==> config.mk <==
export PLATFORM = sky130hd
export DESIGN_NAME = odp_port
export DESIGN_NICKNAME = d
export VERILOG_FILES = /design/src/rtl/odp_pin.v /design/src/rtl/odp_port.v /design/src/rtl/odp_sync.v
export VERILOG_INCLUDE_DIRS = /design/src /design/src/rtl
export SDC_FILE = /design/constraint.sdc
export NUM_CORES = 1
export LEC_CHECK = 0
export BUFFER_PORTS_ARGS = -buffer_cell sky130_fd_sc_hd__buf_2
export CORE_MARGIN = 2
export CORE_UTILIZATION = 48
export CTS_BUF_LIST = sky130_fd_sc_hd__clkbuf_16
export DETAILED_ROUTE_END_ITERATION = 12
export GPL_TIMING_DRIVEN = 0
export PLACE_DENSITY = 0.83
export SLEW_MARGIN = 20
export SYNTH_ARGS = -nofsm -noshare
export SYNTH_HDL_FRONTEND = slang
export SYNTH_SLANG_ARGS = --single-unit
==> constraint.sdc <==
create_clock -name clock_i -period 1.1 [get_ports clock_i]
set_input_delay 0.22 -clock clock_i [delete_from_list [all_inputs] [get_ports clock_i]]
set_output_delay 0.22 -clock clock_i [all_outputs]
set_load 0.05 [all_outputs]
==> src/rtl/odp_regs.vh <==
// register map, field positions and reset values for the open-drain port
// Operation
// RL1: four open-drain pins map to latch bits 0..3; bits 7..4 unused.
// RL2: write at 000C loads latch; 0 pulls pin low, 1 releases it.
// RL3: pin driving output reads back its latch value.
// RL4: released pin used as input reads sampled pin level.
// RL5: bit set/clear read the latch, other latch bits stay unchanged.
// RL6: bias select 0 makes pins two and three bias inputs only.
// RL7: bias-input pins read as 0.
// RL8: software writes 1 to latch bits two and three when using bias.
// RL9: reset loads all four latch bits with 1, all pins float.
// RL10: reset clears bias select, so pins two and three are bias inputs.
// RL11: stop mode with float select 1 forces all pull-downs off.
// RL12: bias pins in stop mode hold their pre-stop voltage.
// RL13: otherwise pins keep working as configured.
`ifndef ODP_REGS_VH
`define ODP_REGS_VH
`define ODP_ADDR_W        8
`define ODP_DATA_W        8
`define ODP_PIN_N         4
`define ODP_LATCH_OFS     8'h0C
`define ODP_CTRL_OFS      8'h0D
`define ODP_LATCH_RST     4'hF
`define ODP_CTRL_RST      8'h00
`define ODP_CTRL_BIAS_BIT 0
`define ODP_CTRL_SPL_BIT  1
`define ODP_CTRL_STOP_BIT 2
`define ODP_CMD_W         2
`define ODP_CMD_NONE      2'h0
`define ODP_CMD_SET       2'h1
`define ODP_CMD_CLR       2'h2
`define ODP_BIAS_LO       2
`define ODP_BIAS_HI       3
`endif

==> src/rtl/odp_pin.v <==
// one open-drain pin: pull-down control and read-back selection
`timescale 1ns/10ps
`default_nettype none
module odp_pin #(
  parameter IS_BIAS = 0
) (
  input  wire clock_i,
  input  wire rst_n_i,
  input  wire latch_i,
  input  wire bias_sel_i,
  input  wire float_i,
  input  wire pin_i,
  output wire pd_en_nxt_o,
  output wire rd_o
);
  wire pin_s;
  wire bias_mode;
  odp_sync #(.RST_VAL(1'b1)) u_sync (
    .clock_i (clock_i),
    .rst_n_i (rst_n_i),
    .async_i (pin_i),
    .sync_o  (pin_s)
  );
  // bias select low claims the pin (see RL6)
  assign bias_mode = (IS_BIAS != 0) && !bias_sel_i;
  // latch 0 pulls low unless floated by stop or bias (see RL2) (see RL11) (see RL12)
  assign pd_en_nxt_o = !latch_i && !float_i && !bias_mode;
  // driving: latch; released: pin level; bias: 0 (see RL3) (see RL4) (see RL7)
  assign rd_o = bias_mode ? 1'b0 : (!latch_i ? 1'b0 : pin_s);
endmodule
`default_nettype wire

==> src/rtl/odp_port.v <==
// four-bit open-drain port with latch register, bias select and stop handling
`include "odp_regs.vh"
`timescale 1ns/10ps
`default_nettype none
module odp_port (
  input  wire                     clock_i,
  input  wire                     arst_n_i,
  input  wire [`ODP_ADDR_W-1:0]   addr_i,
  input  wire [`ODP_DATA_W-1:0]   wdata_i,
  input  wire                     wr_i,
  input  wire                     rd_i,
  input  wire [`ODP_CMD_W-1:0]    bit_cmd_i,
  input  wire [1:0]               bit_idx_i,
  input  wire [`ODP_PIN_N-1:0]    pin_i,
  output reg  [`ODP_DATA_W-1:0]   rdata_o,
  output reg  [`ODP_PIN_N-1:0]    pin_o,
  output reg  [`ODP_PIN_N-1:0]    pin_oe_o,
  output reg                      bias_sel_o,
  output reg                      stop_float_o
);
  reg                    rst_a_r;
  reg                    rst_n_r;
  reg [`ODP_PIN_N-1:0]   latch_r;
  reg [`ODP_PIN_N-1:0]   latch_nxt;
  reg [`ODP_DATA_W-1:0]  ctrl_r;
  wire [`ODP_PIN_N-1:0]  pd_nxt;
  wire [`ODP_PIN_N-1:0]  rd_bits;
  wire                   stop_float;
  wire                   wr_latch;
  wire [`ODP_PIN_N-1:0]  onehot;
  genvar g;

  // reset release through two flops
  always @(posedge clock_i or negedge arst_n_i) begin
    if (!arst_n_i) begin
      rst_a_r <= 1'b0;
      rst_n_r <= 1'b0;
    end else begin
      rst_a_r <= 1'b1;
      rst_n_r <= rst_a_r;
    end
  end

  // stop mode floats pins only when float select is set (see RL11) (see RL13)
  assign stop_float = ctrl_r[`ODP_CTRL_STOP_BIT] & ctrl_r[`ODP_CTRL_SPL_BIT];
  assign wr_latch   = wr_i && (addr_i == `ODP_LATCH_OFS);
  assign onehot     = 4'h1 << bit_idx_i;

  // write loads latch; bit ops modify latch, not pins (see RL2) (see RL5)
  always @* begin
    latch_nxt = latch_r;
    if (wr_latch) begin
      latch_nxt = wdata_i[`ODP_PIN_N-1:0];
    end else if (bit_cmd_i == `ODP_CMD_SET) begin
      latch_nxt = latch_r | onehot;
    end else if (bit_cmd_i == `ODP_CMD_CLR) begin
      latch_nxt = latch_r & ~onehot;
    end
  end

  // reset: latch all ones, bias select 0 (see RL9) (see RL10)
  always @(posedge clock_i or negedge rst_n_r) begin
    if (!rst_n_r) begin
      latch_r <= `ODP_LATCH_RST;
      ctrl_r  <= `ODP_CTRL_RST;
    end else begin
      latch_r <= latch_nxt;
      if (wr_i && (addr_i == `ODP_CTRL_OFS)) begin
        ctrl_r <= {5'h00, wdata_i[2:0]};
      end
    end
  end

  generate
    for (g = 0; g < `ODP_PIN_N; g = g + 1) begin : g_pin
      odp_pin #(
        .IS_BIAS((g == `ODP_BIAS_LO) || (g == `ODP_BIAS_HI))
      ) u_pin (
        .clock_i     (clock_i),
        .rst_n_i     (rst_n_r),
        .latch_i     (latch_r[g]),
        .bias_sel_i  (ctrl_r[`ODP_CTRL_BIAS_BIT]),
        .float_i     (stop_float),
        .pin_i       (pin_i[g]),
        .pd_en_nxt_o (pd_nxt[g]),
        .rd_o        (rd_bits[g])
      );
    end
  endgenerate

  // outputs registered; upper bits read zero (see RL1)
  always @(posedge clock_i or negedge rst_n_r) begin
    if (!rst_n_r) begin
      rdata_o      <= 8'h00;
      pin_o        <= 4'h0;
      pin_oe_o     <= 4'h0;
      bias_sel_o   <= 1'b0;
      stop_float_o <= 1'b0;
    end else begin
      pin_o        <= 4'h0;
      pin_oe_o     <= pd_nxt;
      bias_sel_o   <= ctrl_r[`ODP_CTRL_BIAS_BIT];
      stop_float_o <= stop_float;
      if (rd_i && (addr_i == `ODP_LATCH_OFS)) begin
        rdata_o <= {4'h0, rd_bits};
      end else if (rd_i && (addr_i == `ODP_CTRL_OFS)) begin
        rdata_o <= ctrl_r;
      end else begin
        rdata_o <= 8'h00;
      end
    end
  end
endmodule
`default_nettype wire

==> src/rtl/odp_sync.v <==
// three-stage synchroniser for pin inputs, change taken when stages two and three agree
`timescale 1ns/10ps
`default_nettype none
module odp_sync #(
  parameter RST_VAL = 1'b1
) (
  input  wire clock_i,
  input  wire rst_n_i,
  input  wire async_i,
  output reg  sync_o
);
  reg s1_r;
  reg s2_r;
  reg s3_r;
  always @(posedge clock_i or negedge rst_n_i) begin
    if (!rst_n_i) begin
      s1_r   <= RST_VAL;
      s2_r   <= RST_VAL;
      s3_r   <= RST_VAL;
      sync_o <= RST_VAL;
    end else begin
      s1_r <= async_i;
      s2_r <= s1_r;
      s3_r <= s2_r;
      if (s2_r == s3_r) begin
        sync_o <= s3_r;
      end
    end
  end
endmodule
`default_nettype wire

* Word level (Yosys, flattened, before mapping)
Index checks and enable logic that the tools add are counted.
Word-level totals: memory bits (read-only) 0, latch bits 0, memories kept 0, register bits 39, memory bits (writable) 0, input port bits 28
Cells by class: reductions and logical operators 16, multiply operators 0, bitwise logic cells 4, eq/ne operators 8, shifts and indexed selects 1, add/sub/neg operators 0, divide/modulo/power cells 0, magnitude comparators 0, multiplexer cells 11
Operator list (number):
- 8-bit by 4-bit == test with 1-bit output, second input constant | 2
- 4-bit two-way mux | 3
- 1-bit logical AND | 10
- 8-bit two-way mux | 1
- 1-bit two-way mux | 6
- 1-bit logical NOT | 5
- 4-bit AND | 1
- 1-bit == test | 4
- 4-bit NOT | 1
- 4-bit bitwise OR | 1
- 1-bit by 2-bit left shift with 4-bit output, first input constant | 1
- 3-bit two-way mux | 1
- 3-bit nonzero test | 1
- 2-bit by 1-bit == test with 1-bit output, second input constant | 1
- 2-bit == test, second input constant | 1
- 1-bit AND | 1

* Depth between registers and ports, before layout
depth after elaboration 6, gate-level depth with buffers 4

* Hierarchy
A second synthesis with hierarchy kept.
Second synthesis, totals: cells, all modules 101, area total of the unflattened synthesis 1401.3 sq um
By module, submodules not included:
- odp_port | cells an instance 73, area each 878.3 sq um, instances 1
- odp_sync | cells an instance 5, area each 116.4 sq um, instances 4
- odp_pin at g_pin[2].u_pin ... | cells an instance 2, area each 18.8 sq um, instances 2
- odp_pin at g_pin[0].u_pin ... | cells an instance 2, area each 10.0 sq um, instances 2

* Worst setup path after synthesis
OpenSTA, ideal clock, no wires.
kind input port to flip-flop, start input port addr_i[5], end register rdata_o[0], stages 3, path slack -0.380 ns, buffers on the path 0, library setup time 0.072 ns, data arrival time 1.408 ns, path through or4_4 > or4b_4 > nor2_1
Between the ends: word-level cells in the longest chain between the ends 4
Ends and longest elaborated chain:
- from (decl) | RTL line odp_port.v:8 | input wire [`ODP_ADDR_W-1:0] addr_i,
- 8-bit by 4-bit == test with 1-bit output (no source line)
- 1-bit logical AND | RTL line odp_port.v:106 | end else if (rd_i && (addr_i == `ODP_CTRL_OFS)) begin
- 3-bit two-way mux | RTL line odp_port.v:106
- 8-bit two-way mux (*) | RTL line odp_port.v:104 | if (rd_i && (addr_i == `ODP_LATCH_OFS)) begin
- to (signal assigned) | RTL line odp_port.v:105 | rdata_o <= {4'h0, rd_bits};
- to (signal assigned) | RTL line odp_port.v:107 | rdata_o <= ctrl_r;
- to (decl) | RTL line odp_port.v:15 | output reg [`ODP_DATA_W-1:0] rdata_o,
Mark *: on every way between the ends. The rest lies on a longest branch, timed or not. A chain may end at the register's enable or synchronous reset.

* Final worst setup path
start input port addr_i[6], end register rdata_o[3]
Between the ends: word-level cells in the longest chain between the ends 3
Ends and longest elaborated chain (RTL line):
- 8-bit by 4-bit == test with 1-bit output (no source line)
- 1-bit logical AND | odp_port.v:104
- 8-bit two-way mux | odp_port.v:104
No other way between the ends.

==> flow_summary.json <==
{
  "worst_pin_slew_ns": 0.6703,
  "grt-ovfl-total": 0,
  "violations": "setup timing",
  "dp_hpwl_microns": 1756,
  "regArea_sq_um": 902.1,
  "antenna_found_initial": 0,
  "period_needed_ns": 1.337,
  "fin_crit_sh": 1.216,
  "fp.dieH_microns": 56.69,
  "avgSynthCellArea_sq_um": 13.06,
  "power_frac_seq": 0.443,
  "holdCritStartpoint": "pin_i[2]",
  "r2r_setup_slack_ns": 0.01,
  "final_common_cell": "buf_2",
  "layout.cells.non_filler": 183,
  "wl_per_cell_microns": 13.91,
  "synthTopCellsByArea": "dfstp_2, dfrtp_1, buf_4",
  "ios": 46,
  "portBuffers": 32,
  "cts_tree": "done",
  "hold-path-endpoint": "g_pin[2].u_pin.u_sync.s1_r$_DFF_PN1_",
  "placementRows": 19,
  "die_area_sq_um": 3214,
  "dr.pass1.iters": 4,
  "finalHoldViolations": 0,
  "crit_fanout": 4,
  "multi_input_area_sq_um": 420.4,
  "grt_start_max_net_pins": 34,
  "cts_buffers": 5,
  "netlist_instances": 102,
  "min_path_cells": 1,
  "synth_top_cell_by_area": "dfstp_2",
  "worstSkewPairLatency_ns": 0.28,
  "p_int_mw": 2.580,
  "netSwitchingPower_uw": 747.9,
  "dp.cells": 172,
  "finalWorstSetupSlack_ns": -0.2374,
  "endpoint_kind": "register",
  "drtIter0Drc": 17,
  "fp.dieW_microns": 56.69,
  "critPathKind": "input pin to register",
  "status": "finished, violations left",
  "ys_seq_elements": 35,
  "pwr-share-comb": 0.099,
  "critPathArrivalTime_ns": 1.54,
  "htreeDepth": 2,
  "yosysWarnings": 0,
  "grt_pass1_vias": 982,
  "vias": 952,
  "antenna_cells": 0,
  "slew_headroom": 0.5532,
  "grt_usage": 0.1748,
  "clkTransAtPathRegs_ns": 0.05,
  "place_congestion": 0.7603,
  "wl_microns": 2545,
  "syn_to_final_growth_pct": 35.31,
  "fillerInstances": 199,
  "p_clk_frac": 0.458,
  "ir_drop_mv": 1.644,
  "grt_pass1_wl_microns": 4077,
  "power.density_nw_per_um2": 1846,
  "fin_nets": 179,
  "netlist.area_leader.share": 0.3944,
  "p_total_mw": 3.328,
  "clock_skew_ns": 0.005490,
  "ant_nets": 0,
  "p_leak_nw": 0.8461,
  "clock_tree.root_cell": "clkbuf_16",
  "worstRegToRegCells": 3,
  "drv_cap": 0,
  "holdCritPathClass": "input pin to register",
  "core-area_sq_um": 2686,
  "synth_cell_types": 28,
  "required_ns": 1.31,
  "rsz0062_at_grt": "yes",
  "vias_per_cell": 5.202,
  "synth_area_sq_um": 1333,
  "fmax_mhz": 747.7,
  "clockBufferDepth": 2,
  "drive_gt1_frac": 0.5724,
  "ys_seq_area_frac": 0.6761,
  "finalSetupViolCount": 11,
  "startpoint_type": "input pin",
  "drcViolationCount": 0,
  "cts.sinks": 35,
  "final_cell_mix": "buf_2, dfstp_2, dfrtp_1, conb_1",
  "start_util": 0.4960,
  "slew_violations": 0,
  "swShare": 0.2247
}
timing repair:
action | 4_1_cts | 5_1_grt
resized for setup | 12 | 3
hold buffers | 1 | 0
pin swaps | 8 | 1
gates cloned | 0 | 0
hold endpoints to repair | 2 | 0
endpoints found under the setup margin | 11 | 11
buffers inserted | 2 | 0
area by class of cell:
class | instances | share of cell area
buffer | 9 | 0.03539
clock buffer | 5 | 0.06940
clock inverter | 3 | 0.02151
inverter | 4 | 0.008328
multi-input combinational | 61 | 0.2332
sequential | 35 | 0.5003
tap | 31 | 0.02151
timing repair buffer | 35 | 0.1103
how the worst max path moves through the flow:
stage / startpoint / endpoint / slack, ns / cells after the start
floorplan: addr_i[5] / rdata_o[0]$_DFF_PN0_ / -0.38 / 3
global placement: addr_i[5] / register / -0.55 / 5
detailed placement: addr_i[5] / register / -0.62 / 5
CTS: addr_i[6] / rdata_o[1]$_DFF_PN0_ / -0.23 / 4
global route: addr_i[6] / rdata_o[1]$_DFF_PN0_ / -0.25 / 4
finish: addr_i[6] / rdata_o[3]$_DFF_PN0_ / -0.24 / 4
Yosys cell counts:
library cell	number
o32ai_1	1
a31oi_1	3
nand4b_1	1
nor4_4	1
nand2_1	8
conb_1	2
clkbuf_1	1
mux2_2	3
a211oi_1	1
inv_1	4
dfstp_2	20
o31ai_1	3
nand3b_1	1
nand3_1	2
maj3_1	4
o21ai_0	1
nor2_1	11
dfrtp_1	15
a41oi_1	1
nor3_1	1
buf_4	8
or4b_4	1
and2_1	1
a21oi_1	4
nand2b_1	1
or4_4	1
a21o_1	1
o41a_1	1
power groups by stage:
stage / logic, mW / registers, mW / clock network [mW]
6_report: 0.329 / 1.48 / 1.52
5_1_grt: 0.353 / 1.49 / 1.61
2_1_floorplan: 0.167 / 1.53 / 0
4_1_cts: 0.322 / 1.48 / 1.55
3_3_place_gp: 0.293 / 1.49 / 0
3_5_place_dp: 0.306 / 1.50 / 0
worst max-delay path: stages:
cell and delay [ns]:
buf_6 0.09, or4_4 0.56, or4b_4 0.56, nor2_1 0.11
routing by layer:
layer | up-vias | global-route usage | part of all wire
met5 | - | 0 | 0
met4 | 0 | 0.1259 | 0.049
met3 | 12 | 0.07834 | 0.070
met2 | 42 | 0.2940 | 0.52
met1 | 468 | 0.1662 | 0.36
li1 | 430 | - | -
cell families after synthesis:
kind of cell / synth area share
DFF: 0.6761
and+or+nand+nor: 0.1211
AOI/OAI and AO/OA: 0.08263
buffers and inverters: 0.05915
adders and majority gates: 0.03005
muxes: 0.02535
other: 0.005636
through the flow:
| stage | TNS [ns] | util | area [sq um] | setup slack [ns] | hold slack (ns) |
|---|---|---|---|---|---|
| 3_5_place_dp | -6.152 | 0.5803 | 1559 | -0.6207 | 0.006903 |
| 4_1_cts | -1.644 | 0.6670 | 1792 | -0.2291 | 0.03638 |
| 5_1_grt | -1.966 | 0.6712 | 1803 | -0.2466 | 0.03664 |
| 6_report | -1.721 | 0.6712 | 1803 | -0.2374 | 0.03963 |
| 2_1_floorplan | -3.689 | - | 1359 | -0.3795 | -0.07559 |
| 3_3_place_gp | -7.592 | 0.5799 | 1558 | -0.5526 | 0.004298 |
No activity file was read; power rests on OpenSTA's default activity.
